## src/slfa_pkg.sv

```systemverilog
package slfa_pkg;
    // ------------------------------------------------------------
    // Register map and control bit positions
    // ------------------------------------------------------------
    localparam logic [1:0] CTRL_ADDR    = 2'h0;
    localparam int         BIT_IRQ_EN   = 7;
    localparam int         BIT_BUSY     = 6;
    localparam int         BIT_RD_EN    = 4;
    localparam int         BIT_LOCK_SET = 3;
    localparam int         BIT_PG_WRITE = 2;
    localparam int         BIT_PG_ERASE = 1;
    localparam int         BIT_ENABLE   = 0;
    localparam logic [7:0] CTRL_RESET   = 8'h00;
    // ------------------------------------------------------------
    // Timed windows, counted from the cycle of the register write
    // ------------------------------------------------------------
    localparam logic [2:0] SPM_WINDOW   = 3'h4;
    localparam logic [2:0] LPM_WINDOW   = 3'h3;
    // ------------------------------------------------------------
    // Flash write time
    // ------------------------------------------------------------
    localparam int WRITE_MIN_US  = 3700;
    localparam int WRITE_MAX_US  = 4500;
    localparam int CLK_PERIOD_NS = 20;
    localparam int WRITE_CYCLES  =
        (WRITE_MIN_US * 1000 + CLK_PERIOD_NS - 1) / CLK_PERIOD_NS;
    localparam int TIMER_W       = 20;
    // ------------------------------------------------------------
    // Lock and fuse layout, read selection by pointer bits
    // ------------------------------------------------------------
    localparam logic [15:0] Z_FUSE_LOW  = 16'h0000;
    localparam logic [15:0] Z_LOCK      = 16'h0001;
    localparam logic [15:0] Z_FUSE_HIGH = 16'h0003;
    localparam int          BOOT_LSB    = 2;
    localparam int          BOOT_MSB    = 5;
    localparam logic [7:0]  LOCK_RESET  = 8'hff;
    localparam logic [7:0]  FUSE_LOW_DEFAULT  = 8'hff;
    localparam logic [7:0]  FUSE_HIGH_DEFAULT = 8'hff;

    typedef enum logic [1:0] {
        SLFA_IDLE  = 2'b00,
        SLFA_ARMED = 2'b01,
        SLFA_PROG  = 2'b11
    } slfa_state_t;

    typedef struct packed {
        logic irq_en;
        logic rd_en;
        logic lock_set;
        logic pg_write;
        logic pg_erase;
    } slfa_ctrl_t;

    typedef struct packed {
        logic        start;
        logic        erase;
        logic        write;
        logic        lock;
        logic [15:0] addr;
    } slfa_op_t;
endpackage
```

## src/slfa_core.sv

```systemverilog
// The address map and strobed register access were chosen for this implementation.
`timescale 1ns/1ps
module slfa_core #(
    parameter int         WRITE_CYCLES = slfa_pkg::WRITE_CYCLES,
    parameter logic [7:0] FUSE_LOW     = slfa_pkg::FUSE_LOW_DEFAULT,
    parameter logic [7:0] FUSE_HIGH    = slfa_pkg::FUSE_HIGH_DEFAULT
) (
    input  wire logic              clk,
    input  wire logic              sys_rst,
    input  wire logic              power_on_rst,
    input  wire logic [1:0]        reg_addr,
    input  wire logic [7:0]        reg_wdata,
    input  wire logic              reg_wr,
    input  wire logic              reg_rd,
    output logic      [7:0]        reg_rdata,
    input  wire logic              spm_strobe,
    input  wire logic              lpm_strobe,
    input  wire logic [15:0]       z_ptr,
    input  wire logic [7:0]        low_data_reg,
    input  wire logic              eeprom_write_busy,
    output logic      [15:0]       flash_rd_addr,
    input  wire logic [7:0]        flash_rd_data,
    output logic      [7:0]        lpm_data,
    output logic                   lpm_valid,
    output logic      [7:0]        lock_bits,
    output slfa_pkg::slfa_op_t     flash_op,
    output logic                   prog_ready
);
    if (WRITE_CYCLES < 2 || WRITE_CYCLES >= (1 << slfa_pkg::TIMER_W))
    begin
        $error("WRITE_CYCLES out of range");
    end

    localparam logic [slfa_pkg::TIMER_W-1:0] TIMER_LOAD =
        WRITE_CYCLES[slfa_pkg::TIMER_W-1:0];

    // ------------------------------------------------------------
    // State
    // ------------------------------------------------------------
    slfa_pkg::slfa_ctrl_t          ctrl;
    slfa_pkg::slfa_ctrl_t          next_ctrl;
    logic [2:0]                    win;
    logic [2:0]                    next_win;
    logic                          busy_flag;
    logic                          next_busy_flag;
    logic [7:0]                    rdata;
    logic [7:0]                    next_rdata;
    logic [7:0]                    next_lpm_data;
    logic                          next_lpm_valid;
    slfa_pkg::slfa_op_t            next_flash_op;
    slfa_pkg::slfa_state_t         state;
    slfa_pkg::slfa_state_t         next_state;
    logic [slfa_pkg::TIMER_W-1:0]  timer;
    logic [slfa_pkg::TIMER_W-1:0]  next_timer;
    logic [3:0]                    pend;
    logic [3:0]                    next_pend;
    logic                          pend_lock;
    logic                          next_pend_lock;
    logic [7:0]                    next_lock_bits;
    logic                          ctrl_wr;
    logic                          in_spm_win;
    logic                          in_lpm_win;
    logic                          spm_ok;
    logic                          lpm_ok;
    logic                          spm_prog;

    assign flash_rd_addr = z_ptr;
    assign reg_rdata     = rdata;
    assign prog_ready    = ctrl.irq_en && (state == slfa_pkg::SLFA_IDLE);
    assign ctrl_wr       = reg_wr && (reg_addr == slfa_pkg::CTRL_ADDR);
    assign in_spm_win    = (state == slfa_pkg::SLFA_ARMED)
                           && (win < slfa_pkg::SPM_WINDOW);
    assign in_lpm_win    = (state == slfa_pkg::SLFA_ARMED)
                           && (win < slfa_pkg::LPM_WINDOW);
    // EEPROM write blocks every programming command and every fuse read
    assign spm_ok   = spm_strobe && in_spm_win && !eeprom_write_busy;
    assign lpm_ok   = lpm_strobe && in_lpm_win && ctrl.lock_set
                      && !eeprom_write_busy;
    assign spm_prog = spm_ok
                      && (ctrl.lock_set || ctrl.pg_write || ctrl.pg_erase);

    // ------------------------------------------------------------
    // Next values
    // ------------------------------------------------------------
    always_comb
    begin
        next_ctrl      = ctrl;
        next_win       = win;
        next_busy_flag = busy_flag;
        next_state     = state;
        next_timer     = timer;
        next_pend      = pend;
        next_pend_lock = pend_lock;
        next_lock_bits = lock_bits;
        next_flash_op  = '0;
        next_rdata     = 8'h00;
        next_lpm_valid = lpm_strobe;
        next_lpm_data  = flash_rd_data;
        if (lpm_ok)
        begin
            // Pointer bit 1 picks the high fuse byte, else bit 0 picks
            // lock byte or low fuse byte
            if (z_ptr[1] == slfa_pkg::Z_FUSE_HIGH[1])
                next_lpm_data = FUSE_HIGH;
            else if (z_ptr[0] == slfa_pkg::Z_LOCK[0])
                next_lpm_data = lock_bits;
            else
                next_lpm_data = FUSE_LOW;
        end
        if (reg_rd && reg_addr == slfa_pkg::CTRL_ADDR)
        begin
            // Reserved bit 5 reads zero
            next_rdata = {ctrl.irq_en, busy_flag, 1'b0, ctrl.rd_en,
                          ctrl.lock_set, ctrl.pg_write, ctrl.pg_erase,
                          state != slfa_pkg::SLFA_IDLE};
        end
        case (state)
            slfa_pkg::SLFA_IDLE,
            slfa_pkg::SLFA_ARMED:
            begin
                if (state == slfa_pkg::SLFA_ARMED)
                    next_win = win + 3'h1;
                if (ctrl_wr)
                begin
                    next_ctrl = {reg_wdata[slfa_pkg::BIT_IRQ_EN],
                                 reg_wdata[slfa_pkg::BIT_RD_EN],
                                 reg_wdata[slfa_pkg::BIT_LOCK_SET],
                                 reg_wdata[slfa_pkg::BIT_PG_WRITE],
                                 reg_wdata[slfa_pkg::BIT_PG_ERASE]};
                    next_win  = 3'h0;
                    next_state = reg_wdata[slfa_pkg::BIT_ENABLE]
                                 ? slfa_pkg::SLFA_ARMED
                                 : slfa_pkg::SLFA_IDLE;
                end
                else if (spm_prog)
                begin
                    next_state          = slfa_pkg::SLFA_PROG;
                    next_timer          = TIMER_LOAD;
                    next_pend_lock      = ctrl.lock_set;
                    // Lock data from the low data register only
                    next_pend = low_data_reg[slfa_pkg::BOOT_MSB:
                                             slfa_pkg::BOOT_LSB];
                    next_flash_op.start = 1'b1;
                    next_flash_op.lock  = ctrl.lock_set;
                    next_flash_op.erase = ctrl.pg_erase && !ctrl.lock_set;
                    next_flash_op.write = ctrl.pg_write && !ctrl.lock_set;
                    next_flash_op.addr  = z_ptr;
                    // Lock writes never block the flash for reading
                    if (!ctrl.lock_set)
                        next_busy_flag = 1'b1;
                end
                else if (spm_ok || lpm_ok)
                begin
                    // Re-enable or page load clears section busy
                    if (spm_ok)
                        next_busy_flag = 1'b0;
                    next_ctrl  = '{irq_en: ctrl.irq_en, default: 1'b0};
                    next_state = slfa_pkg::SLFA_IDLE;
                end
                else if (state == slfa_pkg::SLFA_ARMED
                         && win == slfa_pkg::SPM_WINDOW - 3'h1)
                begin
                    // Window expiry, also after an EEPROM-blocked command
                    next_ctrl  = '{irq_en: ctrl.irq_en, default: 1'b0};
                    next_state = slfa_pkg::SLFA_IDLE;
                end
            end
            slfa_pkg::SLFA_PROG:
            begin
                next_timer = timer - 1'b1;
                if (ctrl_wr)
                    next_ctrl.irq_en = reg_wdata[slfa_pkg::BIT_IRQ_EN];
                if (timer == 1)
                begin
                    if (pend_lock)
                    begin
                        // Zero in the data programs the matching lock bit
                        next_lock_bits[slfa_pkg::BOOT_MSB:
                                       slfa_pkg::BOOT_LSB] =
                            lock_bits[slfa_pkg::BOOT_MSB:
                                      slfa_pkg::BOOT_LSB] & pend;
                    end
                    next_ctrl  = '{irq_en: next_ctrl.irq_en, default: 1'b0};
                    next_state = slfa_pkg::SLFA_IDLE;
                end
            end
            default:
            begin
                next_state = slfa_pkg::SLFA_IDLE;
            end
        endcase
        // System reset drops windows but lets a flash write run on
        if (sys_rst && state != slfa_pkg::SLFA_PROG)
            next_state = slfa_pkg::SLFA_IDLE;
    end

    // ------------------------------------------------------------
    // Registers cleared by system reset
    // ------------------------------------------------------------
    always_ff @(posedge clk)
    begin
        if (sys_rst || power_on_rst)
        begin
            ctrl      <= '0;
            win       <= 3'h0;
            busy_flag <= 1'b0;
            rdata     <= 8'h00;
            lpm_data  <= 8'h00;
            lpm_valid <= 1'b0;
            flash_op  <= '0;
        end
        else
        begin
            ctrl      <= next_ctrl;
            win       <= next_win;
            busy_flag <= next_busy_flag;
            rdata     <= next_rdata;
            lpm_data  <= next_lpm_data;
            lpm_valid <= next_lpm_valid;
            flash_op  <= next_flash_op;
        end
    end

    // ------------------------------------------------------------
    // Write engine, survives system reset
    // ------------------------------------------------------------
    always_ff @(posedge clk)
    begin
        if (power_on_rst)
        begin
            state     <= slfa_pkg::SLFA_IDLE;
            timer     <= '0;
            pend      <= 4'hf;
            pend_lock <= 1'b0;
            lock_bits <= slfa_pkg::LOCK_RESET;
        end
        else
        begin
            state     <= next_state;
            timer     <= next_timer;
            pend      <= next_pend;
            pend_lock <= next_pend_lock;
            lock_bits <= next_lock_bits;
        end
    end
endmodule

```

## config.mk

```make
export PLATFORM = sky130hd
export DESIGN_NAME = slfa_core
export DESIGN_NICKNAME = d
export VERILOG_FILES = /design/src/slfa_pkg.sv /design/src/slfa_core.sv
export SDC_FILE = /design/constraint.sdc
export NUM_CORES = 1
export LEC_CHECK = 0
export ABC_CLOCK_PERIOD_IN_PS = 3100
export BUFFER_PORTS_ARGS = -buffer_cell sky130_fd_sc_hd__buf_4
export CORE_AREA = 2 2 83 85
export CTS_BUF_LIST = sky130_fd_sc_hd__clkbuf_16
export DETAILED_ROUTE_END_ITERATION = 10
export DIE_AREA = 0 0 85 87
export PLACE_DENSITY = 0.76
export SYNTH_ARGS = -nofsm -noshare
export SYNTH_HDL_FRONTEND = slang
export SYNTH_SLANG_ARGS = --single-unit
```

## constraint.sdc

```tcl
create_clock -name clk -period 3.1 [get_ports clk]
set_clock_uncertainty 0.15 [all_clocks]
set_input_delay 0.155 -clock clk [delete_from_list [all_inputs] [get_ports clk]]
set_output_delay 0.155 -clock clk [all_outputs]
set_load 0.1 [all_outputs]
```

==> flow_metrics.tcl, run 1 <==
set metrics [dict create \
    status "finished clean" \
    dr.pass1.iters 4 \
    rsz0062_at_grt "false" \
    clk_pin_slew_ns 0.06 \
    dieArea_mm2 0.007395 \
    coreArea_mm2 0.006569 \
    power_density_mw_per_mm2 511.7 \
    worstHoldEndpoint "flash_op[16]" \
    grt-ovfl-total 0 \
    post-route-util_pct 66.93 \
    routed-via-count 2875 \
    io_buffers 100 \
    fmax_mhz 396.9 \
    grt_pass1_wl_um 12540 \
    rr_worst_depth 5 \
    initial_core_util_pct 47.47 \
    grt_max_degree 34 \
    hold_path_depth 3 \
    final_max_slew_viol_count 0 \
    nNetsFinal 511 \
    cts_resized 0 \
    synth.distinct_cells 46 \
    arrival_ns 2.61 \
    ys_seq_area_share_pct 48.80 \
    place_area_mm2 0.003774 \
    cts_htree_levels 3 \
    cp.required_ns 3.19 \
    dp.cells 492 \
    vias_per_cell 5.304 \
    worstMarginPinSlew_ns 0.5806 \
    cts_buffer_depth 2 \
    drv_cap 0 \
    design_area_mm2 0.004397 \
    num_rows 30 \
    dp_hpwl_um 5161 \
    drt-initial-drc-count 88 \
    wl_per_cell_um 14.46 \
    num-fill-cells 514 \
    die_h_um 87 \
    fin_tns_setup_ns 0 \
    postSynthAreaPerCell_um2 9.064 \
    antenna_found_initial 0 \
    ant_nets 0 \
    cp-start-kind "register" \
    yosysWarnings 0 \
    worstSetupPathType "reg -> reg" \
    mostFrequentLayoutCells "103 x buf_4, 76 x dfxtp_1, 38 x nor2_1, 34 x dlygate4sd3_1" \
    setup_viol 0 \
    netlist_area_mm2 0.003118 \
    rrSetupSlack_ns 0.58 \
    area_delta_synth_final_pct 41.01 \
    cts_buffers 9 \
    power.leakage_nw 1.942 \
    worst_slack_ns 0.5805 \
    pin_count 112 \
    synth_edf_count 0 \
    routed_wl_um 7840 \
    final_hold_viol_count 0 \
    place_ws_ns 0.6683 \
    fp.dieW_um 85 \
    worst_skew_pair.late_latency_ns 0.34 \
    end_kind "register" \
    final_common_cell "buf_4" \
    cts_root_buf "clkbuf_16" \
    post_cts_buffers 0 \
    multi_input_area_mm2 0.001356 \
    cts_num_sinks 76 \
    netlist_instances 344 \
    min_from "spm_strobe" \
    cts_tree "done" \
    layout.cells.non_filler 542 \
    async_flop_share_pct 0 \
    grt_pass1_vias 2692 \
    ys.flop_type "dfxtp_1" \
    grtUsageTotal_pct 21.63 \
    slew-limit-headroom_pct 61.29 \
    period_minus_slack_ns 2.520 \
    worstHoldPathType "in -> reg" \
    r2r-end "timer[12]" \
    finalCritPeriodShare_pct 81.28 \
    drive_gt1_share_pct 29.00 \
    seq_area_mm2 0.001521 \
    place.gp.congestion 0.8277 \
    rr_startpoint "state[0]" \
    path_max_fanout 10 \
    n_antenna_cell 0 \
    synth-seq-cells 76 \
    peakVddDrop_mv 0.3876 \
    drc 0 \
]
==> where the power goes <==
group / internal, mW / total, mW / switching [mW]
clock: 0.554 / 0.980 / 0.427
combinational: 0.0928 / 0.285 / 0.192
sequential: 0.982 / 0.984 / 0.00226
total: 1.63 / 2.25 / 0.621
==> worst max path at each step <==
stage                       endpoint  slack (ns)  startpoint
after floorplan           prog_ready        0.12    state[0]
after global placement     timer[19]        0.71    timer[0]
after detailed placement   timer[12]        0.67    state[0]
after CTS                  timer[12]        0.63    state[0]
after global routing        timer[5]        0.34    state[0]
final                      timer[12]        0.58    state[0]
==> worst max-delay path, stage by stage, from the launching register on <==
cell	delay, ns
dfxtp_1	0.46
nor4b_2	0.53
nand4_1	0.51
nand2_1	0.41
a21oi_1	0.11
a311oi_1	0.26
==> cells in the mapped netlist (7+ instances only) <==
| master | instances | area (µm²) |
|---|---|---|
| nand2b_1 | 7 | 43.79 |
| and2_1 | 10 | 62.56 |
| a21oi_1 | 21 | 105.1 |
| dfxtp_1 | 76 | 1521 |
| o21ai_0 | 19 | 95.09 |
| nor2_1 | 38 | 142.6 |
| buf_4 | 21 | 157.7 |
| and3_1 | 18 | 112.6 |
| nand2_1 | 21 | 78.83 |
| clkbuf_1 | 16 | 60.06 |
==> state kept, by name, summed over array words and instances (netlist names) <==
signal     flops
busy_flag      1
ctrl           5
flash_op      20
lock_bits      4
lpm_data       8
lpm_valid      1
pend           4
pend_lock      1
reg_rdata      7
state          2
timer         20
win            3
==> metrics by stage <==
stage	power (mW)	hold WS, ns
after CTS	2.261	0.003597
after detailed placement	1.254	0.2257
after global placement	1.251	0.2137
final	2.250	0.01024
after global routing	2.318	0.04183
after floorplan	1.196	0.1257
==> cell type report <==
| cell class | count | area share (%) |
|---|---|---|
| inverters | 6 | 0.5122 |
| clock buffers | 9 | 5.122 |
| clock inverters | 7 | 1.309 |
| repair buffers | 137 | 25.33 |
| multi-input cells | 227 | 30.85 |
| well taps | 80 | 2.277 |
| flip-flops and latches | 76 | 34.60 |
==> metal layers <==
metal / global-route usage [%] / share of wire (%) / up-vias
met5: 0 / 0 / -
li1: - / - / 1428
met2: 38.64 / 52 / 95
met1: 24.87 / 40 / 1339
met4: 9.957 / 2.2 / 0
met3: 4.360 / 5.9 / 13
==> logic make-up (layout without fill, tap and decap cells) <==
group                      after synthesis  after routing  share of synthesized area [%]
adders and majority gates                4              4                          1.605
and+or+nand+nor                        144            144                          25.60
DFF                                     76             76                          48.80
xor gates and xnor gates                 1              1                         0.2810
buffers and inverters                   44            159                          8.066
AOI/OAI and AO/OA                       69             69                          14.04
other                                    2              5                         0.2409
muxes                                    4              4                          1.364
==> what timing repair did <==
item                                    in CTS  in global routing
hold buffers                                34                  0
hold endpoints to repair                    34                  0
endpoints found under the setup margin       0                  0
(Power assumes the default switching activity.)
==> run 2: changes to the inputs <==
ABC_AREA = 1   (was not set)
ABC_CLOCK_PERIOD_IN_PS = 2600   (was 3100)
CORE_AREA = 2 2 85 87   (was 2 2 83 85)
DIE_AREA = 0 0 87 89   (was 0 0 85 87)
PLACE_DENSITY = 0.75   (was 0.76)
clock period = 2.6 ns   (was 3.1 ns; I/O delays follow)
==> run 2 against run 1 <==
Net effect: synthesized cell count grew 30%; critical endpoint is now lock_bits[2]; die area up 4.7%; highest routed layer unchanged; total power is 21% higher; sequential power up 19%; largest power group is now the clock network; sequential share of layout area fell by 1.3 points; non-clock buffer count is 5 lower; clock power up 22%; hold slack improved by 0.0032 ns.
==> flow_metrics.tcl, run 2 <==
set metrics [dict create \
    power_density_mw_per_mm2 594.1 \
    clk_pin_slew_ns 0.06 \
    vias_per_cell 4.810 \
    cts_root_buf "clkbuf_16" \
    worst_slack_ns 0.7423 \
    crit_top_cell "nand2_1" \
    num-fill-cells 540 \
    dieArea_mm2 0.007743 \
    antenna_found_initial 0 \
    dp_hpwl_um 5713 \
    synth_most_common_cell "dfxtp_1" \
    finalCritPeriodShare_pct 71.45 \
    ys.flop_type "dfxtp_1" \
    postSynthAreaPerCell_um2 7.375 \
    period_minus_slack_ns 1.858 \
    reg_top3 "flash_op: 20 flops, timer: 20 flops, lpm_data: 8 flops" \
    final_common_cell "buf_4" \
    cts_buffer_depth 2 \
    grt_pass1_vias 2790 \
    worstHoldPathType "in -> reg" \
    wl_per_cell_um 12.79 \
    routed-via-count 3122 \
    synth.area.top_cells "dfxtp_1 46%, nor2_1 8.3%, nand2_1 7.9%" \
    place.gp.congestion 0.8644 \
    cts_buffers 9 \
    nNetsFinal 618 \
    synthXorXnorAreaFrac_pct 0 \
    synth-seq-cells 76 \
    drc 0 \
    cts_num_sinks 76 \
    routed_wl_um 8298 \
    async_flop_share_pct 0 \
    synthAdderAreaFrac_pct 1.521 \
    cts_htree_levels 3 \
    io_buffers 100 \
    synthTopCellsByCount "76 x dfxtp_1, 73 x nor2_1, 69 x nand2_1, 57 x inv_1, 34 x o21ai_0" \
    end_kind "register" \
    min_from "reg_wdata[0]" \
    rrSetupSlack_ns 0.74 \
    netlist_area_mm2 0.003289 \
    cp-start-kind "register" \
    worstSetupPathType "reg -> reg" \
    final_max_slew_viol_count 0 \
    netlist_instances 446 \
    r2r-end "lock_bits[2]" \
    grtUsageTotal_pct 21.33 \
    yosys.area_share.simple_pct 28.41 \
    grt_pass1_wl_um 12850 \
    synth.distinct_cells 30 \
    drt-initial-drc-count 120 \
    cp.required_ns 2.64 \
    synth_top_family_by_area "simple AND/OR/NAND/NOR gates" \
    pin_count 112 \
    path_max_fanout 16 \
    die_h_um 89 \
    peakVddDrop_mv 0.3945 \
    synth_compound_area_share_pct 10.57 \
    mostFrequentLayoutCells "101 x buf_4, 76 x dfxtp_1, 73 x nor2_1, 69 x nand2_1, 57 x inv_1" \
    n_antenna_cell 0 \
    power.leakage_nw 2.234 \
    fp.dieW_um 87 \
    ys_seq_area_share_pct 46.25 \
    synth_top_cell_area_share_pct 46.25 \
    slew-limit-headroom_pct 53.68 \
    area_delta_synth_final_pct 38.91 \
    yosysTopAreaCell "dfxtp_1" \
    ant_nets 0 \
    initial_core_util_pct 48.96 \
    status "finished clean" \
    dr.pass1.iters 4 \
    slowest_stage "dfxtp_1" \
    grt-ovfl-total 0 \
    worstMarginPinSlew_ns 0.6940 \
    drv_cap 0 \
    max_stage_delay_ns 0.45 \
    synth.area.mux_share_pct 0 \
    final_hold_viol_count 0 \
    hold_path_depth 5 \
    fin_tns_setup_ns 0 \
    grt_max_degree 27 \
    place_ws_ns 0.7921 \
    drive_gt1_share_pct 25.66 \
    num_rows 30 \
    fmax_mhz 538.3 \
    worstHoldEndpoint "state[0]" \
    rsz0062_at_grt "false" \
    worst_skew_pair.late_latency_ns 0.33 \
    rr_startpoint "state[0]" \
    arrival_ns 1.90 \
    cts_tree "done" \
    synth_edf_count 0 \
    yosysWarnings 0 \
    cp_cell_sequence "nand2_2 > inv_2 > nand2_1 > nor2_1 > nand3_1 > o21ai_0 > nand2_1" \
    coreArea_mm2 0.006719 \
    setup_viol 0 \
    rr_worst_depth 7 \
]
[run 2: layout make-up]
class,instances,area (µm²),share of cell area [%]
Clock buffer,9,225.2,4.929
Multi-Input combinational cell,283,1356,29.68
Clock inverter,7,65.06,1.424
Tap cell,80,100.1,2.191
Timing Repair Buffer,132,1069,23.38
Inverter,62,232.7,5.093
Sequential cell,76,1521,33.30
[run 2: worst max path at each step]
stage                         from  slack, ns      endpoint
final                     state[0]       0.74  lock_bits[2]
after global routing      state[0]       0.62  lock_bits[2]
after CTS                 state[0]       0.74  lock_bits[2]
after detailed placement  state[0]       0.79  lock_bits[3]
after global placement    state[0]       0.83  lock_bits[5]
after floorplan           state[0]       0.73    prog_ready
[run 2: critical path, delay by kind of cell (launching register included)]
family / cells / cell delay, ns
flip-flops: 1 / 0.45
AND/OR/NAND/NOR: 5 / 0.64
buffers and inverters: 1 / 0.27
AO/OA/AOI/OAI: 1 / 0.20
[run 2: repair_timing]
item / 4_1_cts / 5_1_grt
hold buffers: 31 / 0
gates resized for setup: 0 / 0
endpoints found under the hold margin: 35 / 0
buffers inserted: 0 / 0
[run 2: power by group]
part           internal, mW  switching [mW]  leakage (nW)
sequential             1.17         0.00287         0.614
clock                 0.669           0.527         0.140
combinational         0.107           0.238          1.48
total                  1.95           0.768          2.23
[run 2: metal layers]
metal | global-route usage, % | up-vias | wire, µm
met5 | 0 | - | 0
met4 | 10.94 | 0 | 226
li1 | - | 1630 | -
met3 | 3.786 | 19 | 473
met2 | 34.77 | 104 | 4049
met1 | 27.19 | 1369 | 3549
[run 2: cell families (layout without fill, tap and decap cells)]
group,Yosys count,in the layout
other,2,5
buffers and inverters,90,210
AND/OR/NAND/NOR,206,206
adder cells (fa/ha/maj),4,4
flip-flops,76,76
AO/OA/AOI/OAI,68,68
[run 2: through the flow]
stage | instances | area, µm² | power (mW) | utilization (%) | hold slack (ns)
after floorplan | 449 | 3306 | 1.433 | - | 0.04907
after global placement | 602 | 3969 | 1.501 | 59.07 | 0.1804
after detailed placement | 602 | 3969 | 1.504 | 59.07 | 0.1827
after CTS | 649 | 4569 | 2.728 | 68.01 | 0.01086
after global routing | 649 | 4569 | 2.805 | 68.01 | 0.05866
final | 649 | 4569 | 2.715 | 68.01 | 0.01346
==> run 3: changes to the inputs <==
ABC_AREA = 0   (was 1)
ABC_CLOCK_PERIOD_IN_PS = 1900   (was 2600)
CORE_AREA = 2 2 83 85   (was 2 2 85 87)
DIE_AREA = 0 0 85 87   (was 0 0 87 89)
PLACE_DENSITY = 0.76   (was 0.75)
clock period = 1.9 ns   (was 2.6 ns; I/O delays follow)
==> run 3 against run 2 <==
Net effect: global-route usage up 3.1 points; hold slack lost 0.0055 ns; largest power group unchanged; flip-flop and latch count did not move; the flow now finishes with violations (setup timing); via count increased by 2.8%; final area is 11% higher; die area shrank 4.5%; critical path depth down 2.
==> flow_metrics.tcl, run 3 (synthesis results as in run 1) <==
set metrics [dict create \
    die_h_um 87 \
    rrSetupSlack_ns -0.41 \
    r2r-end "timer[19]" \
    cts_tree "done" \
    place.gp.congestion 0.8367 \
    rsz0062_at_grt "true" \
    power_density_mw_per_mm2 748.3 \
    dr.pass1.iters 5 \
    critPathTopFamily "simple AND/OR/NAND/NOR gates" \
    fin_hold_ws_ns 0.007930 \
    pin_count 112 \
    routed_wl_um 9510 \
    antenna_found_initial 0 \
    cp_num_buf_inv 0 \
    end_kind "register" \
    cp_cell_sequence "or4_4 > or4_4 > or2_4 > or4_4 > a21oi_1" \
    cts_buffers 9 \
    n_antenna_cell 0 \
    place_ws_ns -0.4100 \
    post-route-util_pct 76.91 \
    initial_core_util_pct 47.47 \
    place_area_mm2 0.004106 \
    slowest_stage "or4_4" \
    crit_top_cell "or4_4" \
    cts_num_sinks 76 \
    final_max_slew_viol_count 0 \
    nNetsFinal 563 \
    dp_hpwl_um 5738 \
    design_area_mm2 0.005052 \
    drt-initial-drc-count 163 \
    crit_cells 5 \
    grt-ovfl-total 0 \
    violations "setup timing" \
    dp.cells 531 \
    wl_per_cell_um 16.01 \
    period_minus_slack_ns 2.309 \
    fmax_mhz 433.1 \
    reg_top3 "flash_op: 20 flops, timer: 20 flops, lpm_data: 8 flops" \
    drive_gt1_share_pct 42.41 \
    worstSetupPathType "reg -> reg" \
    grt_max_degree 33 \
    layout.cells.non_filler 594 \
    max_stage_delay_ns 0.53 \
    mostFrequentLayoutCells "149 x buf_4, 71 x dfxtp_1, 36 x nor2_1, 36 x dlygate4sd3_1, 20 x nand2_1" \
    crit_path_end "timer[19]" \
    grt_pass1_vias 3003 \
    rr_startpoint "timer[1]" \
    vias_per_cell 5.402 \
    slew-limit-headroom_pct 63.24 \
    worst_skew_pair.late_latency_ns 0.33 \
    power.leakage_nw 2.324 \
    status "complete, but fails checks" \
    fin_tns_setup_ns -4.411 \
    grtUsageTotal_pct 24.39 \
    peakVddDrop_mv 0.5849 \
    worstMarginPinSlew_ns 0.5514 \
    cp-start-kind "register" \
    arrival_ns 2.42 \
    cts_root_buf "clkbuf_16" \
    cp.required_ns 2.01 \
    drc 0 \
    cts_htree_levels 3 \
    io_buffers 100 \
    path_max_fanout 4 \
    startpoint "timer[1]" \
    worstHoldPathType "in -> reg" \
    coreArea_mm2 0.006569 \
    finalCritPeriodShare_pct 121.5 \
    num_rows 30 \
    rr_worst_depth 5 \
    clk_pin_slew_ns 0.06 \
    ant_nets 0 \
    routed-via-count 3209 \
    dieArea_mm2 0.007395 \
    worst_slack_ns -0.4088 \
    fp.dieW_um 85 \
    cts_buffer_depth 2 \
    finalPower_mw 3.781 \
    area_delta_synth_final_pct 62.04 \
    drv_cap 0 \
    setup_viol 20 \
    final_hold_viol_count 0 \
    final_common_cell "buf_4" \
    grt_pass1_wl_um 14370 \
]
## run 3: where the power goes
group          total [mW]  internal (mW)  switching, mW
Combinational       0.478          0.158          0.320
Clock                1.70           1.02          0.678
Sequential           1.60           1.60        0.00301
## run 3: worst min path at each step
stage / endpoint / start / depth (start not counted)
after floorplan: lpm_data[0] / flash_rd_data[0] / 2
after global placement: lpm_data[1] / flash_rd_data[1] / 3
after detailed placement: lpm_data[0] / flash_rd_data[0] / 3
after CTS: timer[10] / power_on_rst / 2
after global routing: state[0] / reg_wdata[0] / 3
final: state[0] / reg_wdata[0] / 3
## run 3: cell type report
cell class              instances  area [µm²]
repair buffers                189        1524
well taps                      80       100.1
clock inverters                 7       75.07
multi-input cells             227        1573
clock buffers                   9       225.2
fillers                       393        1516
flip-flops and latches         76        1533
inverters                       6       22.52
## run 3: worst reg2reg max path, stage by stage (launching register included)
cell and delay, ns:
dfxtp_2 0.32, or4_4 0.53, or4_4 0.45, or2_4 0.27, or4_4 0.41, a21oi_1 0.13
## run 3: timing repair
item | in CTS | in global routing
pin swaps | 18 | 11
resized for setup | 31 | 22
setup endpoints to repair | 22 | 25
endpoints found under the hold margin | 38 | 0
hold buffers | 36 | 0
buffers inserted | 8 | 3
## run 3: metal layers
metal  up-vias  track usage, %  wire (µm)
met4         0           7.648        169
met3        20           4.360        477
met5         -               0          0
met2       120           44.89       5033
li1       1530               -          -
met1      1539           28.75       3830
